$ cat src/rtl/oc_pkg.sv
/*
 * Constants and carrier types for the enable-source, clear-faults and
 * write-guard command block.
 * Assumes a PMBus front end on the same clock that decodes each
 * transaction into one command request.
 */
package oc_pkg;

    // ========================================================
    // Command codes
    localparam logic [7:0] CMD_OPERATION = 8'h01;
    localparam logic [7:0] CMD_ONOFF     = 8'h02;
    localparam logic [7:0] CMD_CLEAR     = 8'h03;
    localparam logic [7:0] CMD_GUARD     = 8'h10;
    localparam logic [7:0] CMD_STORE     = 8'h11;
    localparam logic [7:0] CMD_RESTORE   = 8'h12;
    localparam logic [7:0] CMD_VOUT      = 8'h21;
    localparam logic [7:0] CMD_VENDOR_F0 = 8'hf0;

    // ========================================================
    // Field positions and reset values
    localparam int         ONOFF_CPA     = 0;
    localparam int         ONOFF_POL     = 1;
    localparam int         ONOFF_CPR     = 2;
    localparam int         ONOFF_CMD     = 3;
    localparam int         ONOFF_PU      = 4;
    localparam int         ONOFF_W       = 5;
    localparam logic [4:0] ONOFF_RESET   = 5'h16;
    localparam int         GUARD_LSB     = 5;
    localparam int         GUARD_W       = 3;
    localparam logic [2:0] GUARD_RESET   = 3'h0;
    localparam logic [2:0] GUARD_SELF    = 3'h4;
    localparam logic [2:0] GUARD_OP      = 3'h2;
    localparam logic [2:0] GUARD_CFG     = 3'h1;
    localparam int         F0_OV_REL     = 0;
    localparam logic [7:0] F0_RESET      = 8'h00;

    // ========================================================
    // Timing
    localparam int PIN_LOW_NS    = 100;
    localparam int CLK_PERIOD_PS = 4000;
    localparam int PIN_LOW_CYC   =
        (PIN_LOW_NS * 1000 + CLK_PERIOD_PS - 1) / CLK_PERIOD_PS;
    localparam int PIN_CNT_W     = 6;

    // ========================================================
    // Types
    typedef struct packed {
        logic       write;
        logic [7:0] code;
        logic [7:0] data;
    } oc_cmd_req_t;

    typedef struct packed {
        logic       ack;
        logic       nack;
        logic [7:0] rdata;
    } oc_cmd_rsp_t;

    typedef struct packed {
        logic [7:0] onoff;
        logic [7:0] guard;
        logic [7:0] vendor;
    } oc_nv_image_t;

    typedef enum logic [1:0] {
        OC_IDLE = 2'b00,
        OC_RUN  = 2'b01,
        OC_SOFT = 2'b10
    } oc_conv_state_t;

endpackage : oc_pkg

$ cat src/rtl/oc_ctrl.sv
/*
 * Enable-source configuration, clear-faults and write-guard logic.
 * Assumes same-clock command requests, OPERATION bits, fault levels and
 * a nonvolatile image; the on/off pin, power-good and feedback compare
 * arrive asynchronously.
 */
module oc_ctrl #(
    parameter int N_FAULT = 8
) (
    input  wire logic                 clock,
    input  wire logic                 rst_b,
    input  wire logic                 cmd_valid,
    input  wire oc_pkg::oc_cmd_req_t  cmd_req,
    output logic                      rsp_valid,
    output oc_pkg::oc_cmd_rsp_t       rsp,
    output logic                      write_permit,
    input  wire logic                 loop_slave,
    input  wire logic                 on_off_pin,
    input  wire logic                 input_power_ok,
    input  wire logic                 feedback_below_ref,
    input  wire logic                 op_on,
    input  wire logic                 op_soft,
    input  wire logic [N_FAULT-1:0]   fault_cond,
    input  wire logic                 fault_latch_off,
    input  wire logic                 ov_latch_fault,
    input  wire logic                 ramp_done,
    input  wire oc_pkg::oc_nv_image_t nv_image,
    output logic                      nv_store,
    output oc_pkg::oc_nv_image_t      nv_store_image,
    output logic                      status_clear,
    output logic [N_FAULT-1:0]        status_out,
    output logic                      cml_fault,
    output logic                      invalid_command_fault,
    output logic                      alert_line,
    output logic                      conv_enable,
    output logic                      soft_stop,
    output logic                      hard_stop,
    output logic                      low_side_switch
);

    // ========================================================
    // Guard decode
    function automatic logic guard_allows(input logic [2:0] lvl,
                                          input logic [7:0] code);
        logic ok;
        ok = 1'b1;
        case (lvl)
            oc_pkg::GUARD_SELF: ok = (code == oc_pkg::CMD_GUARD);
            oc_pkg::GUARD_OP:   ok = (code == oc_pkg::CMD_GUARD) ||
                                     (code == oc_pkg::CMD_OPERATION);
            oc_pkg::GUARD_CFG:  ok = (code == oc_pkg::CMD_GUARD) ||
                                     (code == oc_pkg::CMD_OPERATION) ||
                                     (code == oc_pkg::CMD_ONOFF) ||
                                     (code == oc_pkg::CMD_VOUT);
            default:            ok = 1'b1;
        endcase
        return ok;
    endfunction : guard_allows

    // ========================================================
    // Synchronisers
    logic [2:0] sync1_reg;
    logic [2:0] sync2_reg;

    always_ff @(posedge clock or negedge rst_b) begin
        if (!rst_b) begin
            sync1_reg <= 3'h0;
            sync2_reg <= 3'h0;
        end else begin
            sync1_reg <= {feedback_below_ref, input_power_ok, on_off_pin};
            sync2_reg <= sync1_reg;
        end
    end

    logic pin_s;
    logic power_s;
    logic fb_low_s;
    assign pin_s    = sync2_reg[0];
    assign power_s  = sync2_reg[1];
    assign fb_low_s = sync2_reg[2];

    // ========================================================
    // Command decode
    logic [4:0]         onoff_reg;
    logic [2:0]         guard_reg;
    logic [7:0]         vendor_reg;
    logic               pol_use_reg;
    logic               pol_loaded_reg;
    logic [2:0]         guard_eff;
    logic               is_onoff;
    logic               slave_block;
    logic               wr_ok;
    logic               do_clear_cmd;
    logic               do_restore;
    logic               guard_bad_wr;

    assign guard_eff    = $onehot(guard_reg) ? guard_reg : 3'h0;
    assign is_onoff     = (cmd_req.code == oc_pkg::CMD_ONOFF);
    assign slave_block  = cmd_valid && is_onoff && loop_slave;
    assign write_permit = guard_allows(guard_eff, cmd_req.code);
    assign wr_ok        = cmd_valid && cmd_req.write && write_permit &&
                          !slave_block;
    assign do_clear_cmd = cmd_valid && (cmd_req.code == oc_pkg::CMD_CLEAR);
    assign do_restore   = cmd_valid && (cmd_req.code == oc_pkg::CMD_RESTORE);
    assign guard_bad_wr = wr_ok && (cmd_req.code == oc_pkg::CMD_GUARD) &&
                          !$onehot0(cmd_req.data[7:5]);

    // ========================================================
    // Configuration registers
    always_ff @(posedge clock or negedge rst_b) begin
        if (!rst_b) begin
            onoff_reg <= oc_pkg::ONOFF_RESET;
        end else if (wr_ok && is_onoff) begin
            onoff_reg <= cmd_req.data[4:0];
        end else if (do_restore &&
                     guard_allows(guard_eff, oc_pkg::CMD_ONOFF)) begin
            onoff_reg <= nv_image.onoff[4:0];
        end
    end

    always_ff @(posedge clock or negedge rst_b) begin
        if (!rst_b) begin
            guard_reg <= oc_pkg::GUARD_RESET;
        end else if (wr_ok && cmd_req.code == oc_pkg::CMD_GUARD) begin
            guard_reg <= cmd_req.data[7:5];
        end else if (do_restore) begin
            guard_reg <= nv_image.guard[7:5];
        end
    end

    always_ff @(posedge clock or negedge rst_b) begin
        if (!rst_b) begin
            vendor_reg <= oc_pkg::F0_RESET;
        end else if (wr_ok && cmd_req.code == oc_pkg::CMD_VENDOR_F0) begin
            vendor_reg <= cmd_req.data;
        end else if (do_restore &&
                     guard_allows(guard_eff, oc_pkg::CMD_VENDOR_F0)) begin
            vendor_reg <= nv_image.vendor;
        end
    end

    // Polarity in use is taken from the stored image once after reset
    always_ff @(posedge clock or negedge rst_b) begin
        if (!rst_b) begin
            pol_use_reg    <= oc_pkg::ONOFF_RESET[oc_pkg::ONOFF_POL];
            pol_loaded_reg <= 1'b0;
        end else if (!pol_loaded_reg) begin
            pol_use_reg    <= nv_image.onoff[oc_pkg::ONOFF_POL];
            pol_loaded_reg <= 1'b1;
        end
    end

    // ========================================================
    // Store and response
    always_ff @(posedge clock or negedge rst_b) begin
        if (!rst_b) begin
            nv_store       <= 1'b0;
            nv_store_image <= '0;
        end else begin
            nv_store <= cmd_valid && cmd_req.code == oc_pkg::CMD_STORE;
            if (cmd_valid && cmd_req.code == oc_pkg::CMD_STORE) begin
                nv_store_image <= {3'h0, onoff_reg, guard_reg, 5'h00,
                                   vendor_reg};
            end
        end
    end

    always_ff @(posedge clock or negedge rst_b) begin
        if (!rst_b) begin
            rsp_valid <= 1'b0;
            rsp       <= '0;
        end else begin
            rsp_valid <= cmd_valid;
            rsp.ack   <= cmd_valid && !slave_block;
            rsp.nack  <= slave_block;
            case (cmd_req.code)
                oc_pkg::CMD_ONOFF:
                    rsp.rdata <= slave_block ? 8'h00 : {3'h0, onoff_reg};
                oc_pkg::CMD_GUARD:     rsp.rdata <= {guard_reg, 5'h00};
                oc_pkg::CMD_VENDOR_F0: rsp.rdata <= vendor_reg;
                default:               rsp.rdata <= 8'h00;
            endcase
        end
    end

    // ========================================================
    // Pin toggle clear
    logic [oc_pkg::PIN_CNT_W-1:0] low_cnt_reg;
    logic                         pin_prev_reg;
    logic                         pin_clear;

    always_ff @(posedge clock or negedge rst_b) begin
        if (!rst_b) begin
            low_cnt_reg  <= '0;
            pin_prev_reg <= 1'b0;
        end else begin
            pin_prev_reg <= pin_s;
            if (pin_s) begin
                low_cnt_reg <= '0;
            end else if (low_cnt_reg <= oc_pkg::PIN_CNT_W'(oc_pkg::PIN_LOW_CYC))
            begin
                low_cnt_reg <= low_cnt_reg + 1'b1;
            end
        end
    end

    assign pin_clear = pin_s && !pin_prev_reg &&
        (low_cnt_reg > oc_pkg::PIN_CNT_W'(oc_pkg::PIN_LOW_CYC));

    // ========================================================
    // Status and alert
    logic               clear_all;
    logic [N_FAULT-1:0] status_next;
    logic               cml_next;
    logic               ivc_next;

    assign clear_all   = do_clear_cmd || pin_clear;
    assign status_next = (clear_all ? '0 : status_out) | fault_cond;
    assign cml_next    = (clear_all ? 1'b0 : cml_fault) | guard_bad_wr;
    assign ivc_next    = (clear_all ? 1'b0 : invalid_command_fault) |
                         slave_block;

    always_ff @(posedge clock or negedge rst_b) begin
        if (!rst_b) begin
            status_out            <= '0;
            cml_fault             <= 1'b0;
            invalid_command_fault <= 1'b0;
            alert_line            <= 1'b0;
            status_clear          <= 1'b0;
        end else begin
            status_out            <= status_next;
            cml_fault             <= cml_next;
            invalid_command_fault <= ivc_next;
            alert_line            <= |{status_next, cml_next, ivc_next};
            status_clear          <= clear_all;
        end
    end

    // ========================================================
    // Latch-off and low-side hold
    logic latched_reg;
    logic enable_req;

    always_ff @(posedge clock or negedge rst_b) begin
        if (!rst_b) begin
            latched_reg <= 1'b0;
        end else if (fault_latch_off || ov_latch_fault) begin
            latched_reg <= 1'b1;
        end else if (!enable_req) begin
            latched_reg <= 1'b0;
        end
    end

    always_ff @(posedge clock or negedge rst_b) begin
        if (!rst_b) begin
            low_side_switch <= 1'b0;
        end else if (ov_latch_fault) begin
            low_side_switch <= 1'b1;
        end else if (vendor_reg[oc_pkg::F0_OV_REL] ? fb_low_s : clear_all)
        begin
            low_side_switch <= 1'b0;
        end
    end

    // ========================================================
    // Enable decision and turn-off sequence
    logic                   pin_act;
    logic                   pin_ok;
    logic                   op_ok;
    logic                   run_ok;
    oc_pkg::oc_conv_state_t state_reg;

    assign pin_act = pol_use_reg ? pin_s : !pin_s;
    assign pin_ok  = !onoff_reg[oc_pkg::ONOFF_CPR] || pin_act;
    assign op_ok   = !onoff_reg[oc_pkg::ONOFF_CMD] || op_on;
    assign enable_req = !onoff_reg[oc_pkg::ONOFF_PU] ||
                        (pin_ok && op_ok);
    assign run_ok  = power_s && enable_req && !latched_reg;

    always_ff @(posedge clock or negedge rst_b) begin
        if (!rst_b) begin
            state_reg <= oc_pkg::OC_IDLE;
            hard_stop <= 1'b0;
        end else begin
            hard_stop <= 1'b0;
            case (state_reg)
                oc_pkg::OC_IDLE: begin
                    if (run_ok) begin
                        state_reg <= oc_pkg::OC_RUN;
                    end
                end
                oc_pkg::OC_RUN: begin
                    if (!run_ok) begin
                        if (!power_s || latched_reg) begin
                            state_reg <= oc_pkg::OC_IDLE;
                            hard_stop <= 1'b1;
                        end else if (!pin_ok) begin
                            state_reg <= onoff_reg[oc_pkg::ONOFF_CPA] ?
                                oc_pkg::OC_IDLE : oc_pkg::OC_SOFT;
                            hard_stop <= onoff_reg[oc_pkg::ONOFF_CPA];
                        end else begin
                            state_reg <= op_soft ?
                                oc_pkg::OC_SOFT : oc_pkg::OC_IDLE;
                            hard_stop <= !op_soft;
                        end
                    end
                end
                oc_pkg::OC_SOFT: begin
                    if (!power_s || latched_reg) begin
                        state_reg <= oc_pkg::OC_IDLE;
                        hard_stop <= 1'b1;
                    end else if (ramp_done) begin
                        state_reg <= oc_pkg::OC_IDLE;
                    end
                end
                default: state_reg <= oc_pkg::OC_IDLE;
            endcase
        end
    end

    assign conv_enable = (state_reg == oc_pkg::OC_RUN);
    assign soft_stop   = (state_reg == oc_pkg::OC_SOFT);
endmodule : oc_ctrl

$ cat config.mk
export PLATFORM = sky130hd
export DESIGN_NAME = oc_ctrl
export DESIGN_NICKNAME = d
export VERILOG_FILES = /design/src/rtl/oc_pkg.sv /design/src/rtl/oc_ctrl.sv
export SDC_FILE = /design/constraint.sdc
export NUM_CORES = 1
export LEC_CHECK = 0
export BUFFER_PORTS_ARGS = -buffer_cell sky130_fd_sc_hd__buf_2
export CORE_MARGIN = 1.5
export CORE_UTILIZATION = 35
export DETAILED_ROUTE_END_ITERATION = 12
export PLACE_DENSITY = 0.57
export RECOVER_POWER = 50
export SETUP_SLACK_MARGIN = 0.4
export SYNTH_ARGS = -nofsm -noshare
export SYNTH_HDL_FRONTEND = slang
export SYNTH_SLANG_ARGS = --single-unit
$ cat constraint.sdc
create_clock -name clock -period 3.45 [get_ports clock]
set_input_delay 0.5175 -clock clock [delete_from_list [all_inputs] [get_ports clock]]
set_output_delay 0.5175 -clock clock [all_outputs]
set_load 0.01 [all_outputs]
==> impl_results.rst <==
.. list-table::
   :header-rows: 1

   * - Metric
     - Value
   * - Weighted congestion at the end of routability-driven global placement
     - 0.778
   * - Leading registers by flop count
     - nv_store_image (16), rsp (10)
   * - Final number of max-transition violations
     - 77
   * - Number of rows created at floorplan
     - 36
   * - Sum of overflow across all layers after global routing
     - 0
   * - Fraction of final layout cells sized beyond drive strength 1
     - 43.0%
   * - Number of primary I/O pins
     - 114
   * - Startpoint-to-endpoint class of the critical path
     - flop to primary output
   * - Port buffer count
     - 97
   * - DRC violations left
     - 0
   * - Floorplan die area
     - 10700 µm²
   * - Data arrival time of the critical path
     - 2390 ps
   * - Crit path max fanout
     - 9
   * - Failing checks
     - capacitance limit, slew limit
   * - Fill cell count
     - 992
   * - Global-route wire length before repair
     - 12400 µm
   * - Largest register by flop count
     - nv_store_image
   * - Total global routing track utilization
     - 15.7%
   * - Synthesized flop and latch total
     - 76
   * - Effective utilization at floorplan
     - 36.0%
   * - Number of antenna repair diodes
     - 0
   * - Relative slew margins
     - -23.7%
   * - Vias in the first global route
     - 2422
   * - Final period demand of the worst path
     - 2910 ps
   * - Clock sinks
     - 76
   * - Vias per cell
     - 4.85
   * - Hold violation count in the final report
     - 0
   * - Insertion delay of the later-clocked pin in the worst-skew pair
     - 350 ps
   * - Number of endpoints failing setup at the final stage
     - 0
   * - Post-synth top area share
     - 51.2%
   * - Lkg Pwr
     - 2.03 nW
   * - Net total in the final layout
     - 445
   * - Max-cap violations
     - 1
   * - Fraction of the cycle the final worst path needs
     - 84.3%
   * - Setup_tns
     - 0 ps
   * - Area Growth Syn to Fin
     - 22.2%
   * - Average cell area after synthesis
     - 12.8 µm²
   * - Maximum number of buffers from clock root to sink
     - 2
   * - F_max
     - 344 MHz
   * - Horizontal extent of the die
     - 103 µm
   * - Power Dens Cells
     - 413 nW/µm²
   * - Hold Buf Count CTS
     - 0
   * - Prevailing post-synth register cell
     - sky130_fd_sc_hd__dfrtp_1
   * - Sequential cell area fraction in the yosys report
     - 54.2%
   * - Clock Skews
     - 18.9 ps
   * - Number of design-rule violations left by the first detailed-router iteration
     - 94
   * - Routed vias
     - 2491
   * - HPWL reported at the end of detailed placement
     - 5840 µm
   * - Type of the tightest min-delay check
     - input port to flop
   * - Core area
     - 9770 µm²
   * - Clock slew at the register clock pins of the worst setup and hold paths
     - 90 ps
   * - Run status
     - complete, but fails checks
   * - Leading post-synthesis cells by cell area
     - sky130_fd_sc_hd__dfrtp_1 51%, sky130_fd_sc_hd__mux2_2 14%, sky130_fd_sc_hd__dfstp_2 3.0%
   * - Number of cells in the finished layout apart from fillers
     - 514
   * - Number of buffers created by CTS
     - 9
   * - Kind of end point of the critical path
     - primary output
   * - Yosys warns
     - 0
   * - RSZ-0062 raised after global routing
     - false
   * - Worst EP required
     - 2930 ps
   * - Count of nets left with antenna violations after detail routing
     - 0
   * - Transition at the pin with the smallest max-transition slack
     - 1860 ps
   * - Synthesized instance count
     - 276
   * - Count of flip-flops with a built-in enable after synthesis
     - 0
   * - Antenna violations before repair
     - 0
   * - H-Tree Depth
     - 3
   * - TritonCTS clock tree
     - yes
   * - Root buffer selected by CTS
     - sky130_fd_sc_hd__clkbuf_8
   * - Combined area of the multi-input logic cells
     - 1500 µm²
   * - Routed Wire Length
     - 7970 µm
   * - Peak ir drop on the vdd network
     - 0.000212 V
   * - Share of synthesized registers carrying an async set or reset
     - 100%
   * - Pin count of the biggest net entering global routing
     - 77
   * - Cell variety after synth
     - 54
   * - Die span in y
     - 103 µm
   * - Number of flip-flops under the largest register name
     - 16
   * - Nature of the critical path startpoint
     - flop
   * - Total iterations of the first detailed-routing run
     - 4
   * - Top cell type by total area after synthesis
     - sky130_fd_sc_hd__dfrtp_1
   * - Synth Cell Area
     - 3520 µm²
   * - Average wire length per cell after detail routing
     - 15.5 µm
   * - Sequential standard cell area
     - 1910 µm²
   * - # placed instances
     - 497
final cells by class:
class | instances | area share, %
multi-input cells | 178 | 34.8
well taps | 133 | 3.87
repair buffers | 100 | 11.5
inverters | 11 | 0.960
flip-flops and latches | 76 | 44.4
clock buffers | 10 | 2.97
clock inverters | 6 | 1.51
cells by family after synthesis:
family	after synthesis	share of synthesized area [%]
xor gates and xnor gates	6	1.49
AOI/OAI and AO/OA	48	10.7
buffers and inverters	29	4.34
muxes	48	15.2
other	2	0.213
DFF	76	54.2
adders and majority gates	8	3.06
and+or+nand+nor	59	10.9
metal layers:
| metal | part of all wire, % | wire (µm) | vias to the layer above | global-route usage, % |
|---|---|---|---|---|
| met5 | 0 | 0 | - | 0 |
| met4 | 1.3 | 107 | 0 | 6.24 |
| met3 | 4.7 | 377 | 7 | 4.03 |
| met2 | 50 | 3990 | 60 | 25.9 |
| met1 | 44 | 3500 | 1239 | 20.0 |
| li1 | - | - | 1185 | - |
path summary, 6_finish.rpt:
kind | startpoint | endpoint | slack, ps | cells past startpoint
setup / recovery | guard_reg[0] | write_permit | 540 | 7
hold / removal | input_power_ok | sync1_reg[1] | 260 | 1
setup reg to reg | guard_reg[0] | onoff_reg[0] | 600 | 8
hold reg to reg | sync1_reg[2] | sync2_reg[2] | 350 | 0
max in group asynchronous | rst_b | guard_reg[0] | 1590 | 1
min in group asynchronous | rst_b | nv_store_image[13] | 670 | 1
synthesized netlist by cell type (2+ instances only):
| cell | count |
|---|---|
| sky130_fd_sc_hd__dfrtp_1 | 72 |
| sky130_fd_sc_hd__nand3_1 | 2 |
| sky130_fd_sc_hd__a22o_1 | 7 |
| sky130_fd_sc_hd__nor2_1 | 12 |
| sky130_fd_sc_hd__clkbuf_1 | 4 |
| sky130_fd_sc_hd__or4_1 | 4 |
| sky130_fd_sc_hd__xnor2_1 | 2 |
| sky130_fd_sc_hd__nand2_1 | 9 |
| sky130_fd_sc_hd__nor3_1 | 4 |
| sky130_fd_sc_hd__ha_1 | 7 |
| sky130_fd_sc_hd__o21ai_0 | 3 |
| sky130_fd_sc_hd__a21oi_1 | 9 |
| sky130_fd_sc_hd__and4b_1 | 2 |
| sky130_fd_sc_hd__a31oi_1 | 2 |
| sky130_fd_sc_hd__nor4_1 | 2 |
| sky130_fd_sc_hd__nor2b_1 | 5 |
| sky130_fd_sc_hd__conb_1 | 2 |
| sky130_fd_sc_hd__nand2b_1 | 4 |
| sky130_fd_sc_hd__xor2_1 | 4 |
| sky130_fd_sc_hd__mux2_2 | 43 |
| sky130_fd_sc_hd__o31ai_1 | 2 |
| sky130_fd_sc_hd__inv_1 | 11 |
| sky130_fd_sc_hd__dfstp_2 | 4 |
| sky130_fd_sc_hd__a21o_1 | 11 |
| sky130_fd_sc_hd__nor4b_2 | 2 |
| sky130_fd_sc_hd__buf_2 | 5 |
| sky130_fd_sc_hd__mux2i_1 | 5 |
| sky130_fd_sc_hd__buf_4 | 8 |
| sky130_fd_sc_hd__nand4_1 | 4 |
power by group:
group	switching (W)	total [W]	internal (W)
combinational	0.0000915	0.000165	0.0000733
clock	0.000332	0.000666	0.000334
sequential	0.0000263	0.000946	0.000920
through the flow:
stage               hold slack, ps  utilization, %  setup slack [ps]  area (µm²)  total power [W]
floorplan                      222               -               735        3550          0.00105
global placement               332            42.0               471        4110          0.00112
detailed placement             335            42.0               412        4110          0.00113
CTS                            248            44.0               438        4300          0.00180
global route                   249            44.0               388        4300          0.00187
finish                         261            44.0               541        4300          0.00178
cells in the final DEF, fill, tap and decap left out, drive strengths merged, types with 3 or more instances in the layout:
cell type,netlist,final
dfstp,4,4
a21oi,9,9
nand2,9,9
o21ai,3,3
nand4,4,4
mux2i,5,5
nor4b,3,3
a22o,8,8
a21o,12,12
clkbuf,4,21
xor2,4,4
mux2,43,43
conb,2,9
or4,4,4
nor2b,5,5
inv,11,11
ha,7,7
nor2,12,12
dfrtp,72,72
clkinv,0,4
nand2b,4,4
buf,14,89
nor3,4,4
worst max-delay path: stages, from the launching register on:
cell,delay [ps]
sky130_fd_sc_hd__dfrtp_2,460
sky130_fd_sc_hd__inv_1,90
sky130_fd_sc_hd__fa_1,530
sky130_fd_sc_hd__nor3b_4,250
sky130_fd_sc_hd__nand3_1,110
sky130_fd_sc_hd__or3_4,410
sky130_fd_sc_hd__nand2_1,80
sky130_fd_sc_hd__buf_2,120
repair_timing:
action,in CTS,in global routing
buffers inserted,0,1
endpoints found under the setup margin,1,6
pin swaps,1,1
hold endpoints to repair,0,0
gates resized for setup,0,4
No activity file was read; power rests on OpenSTA's default activity.
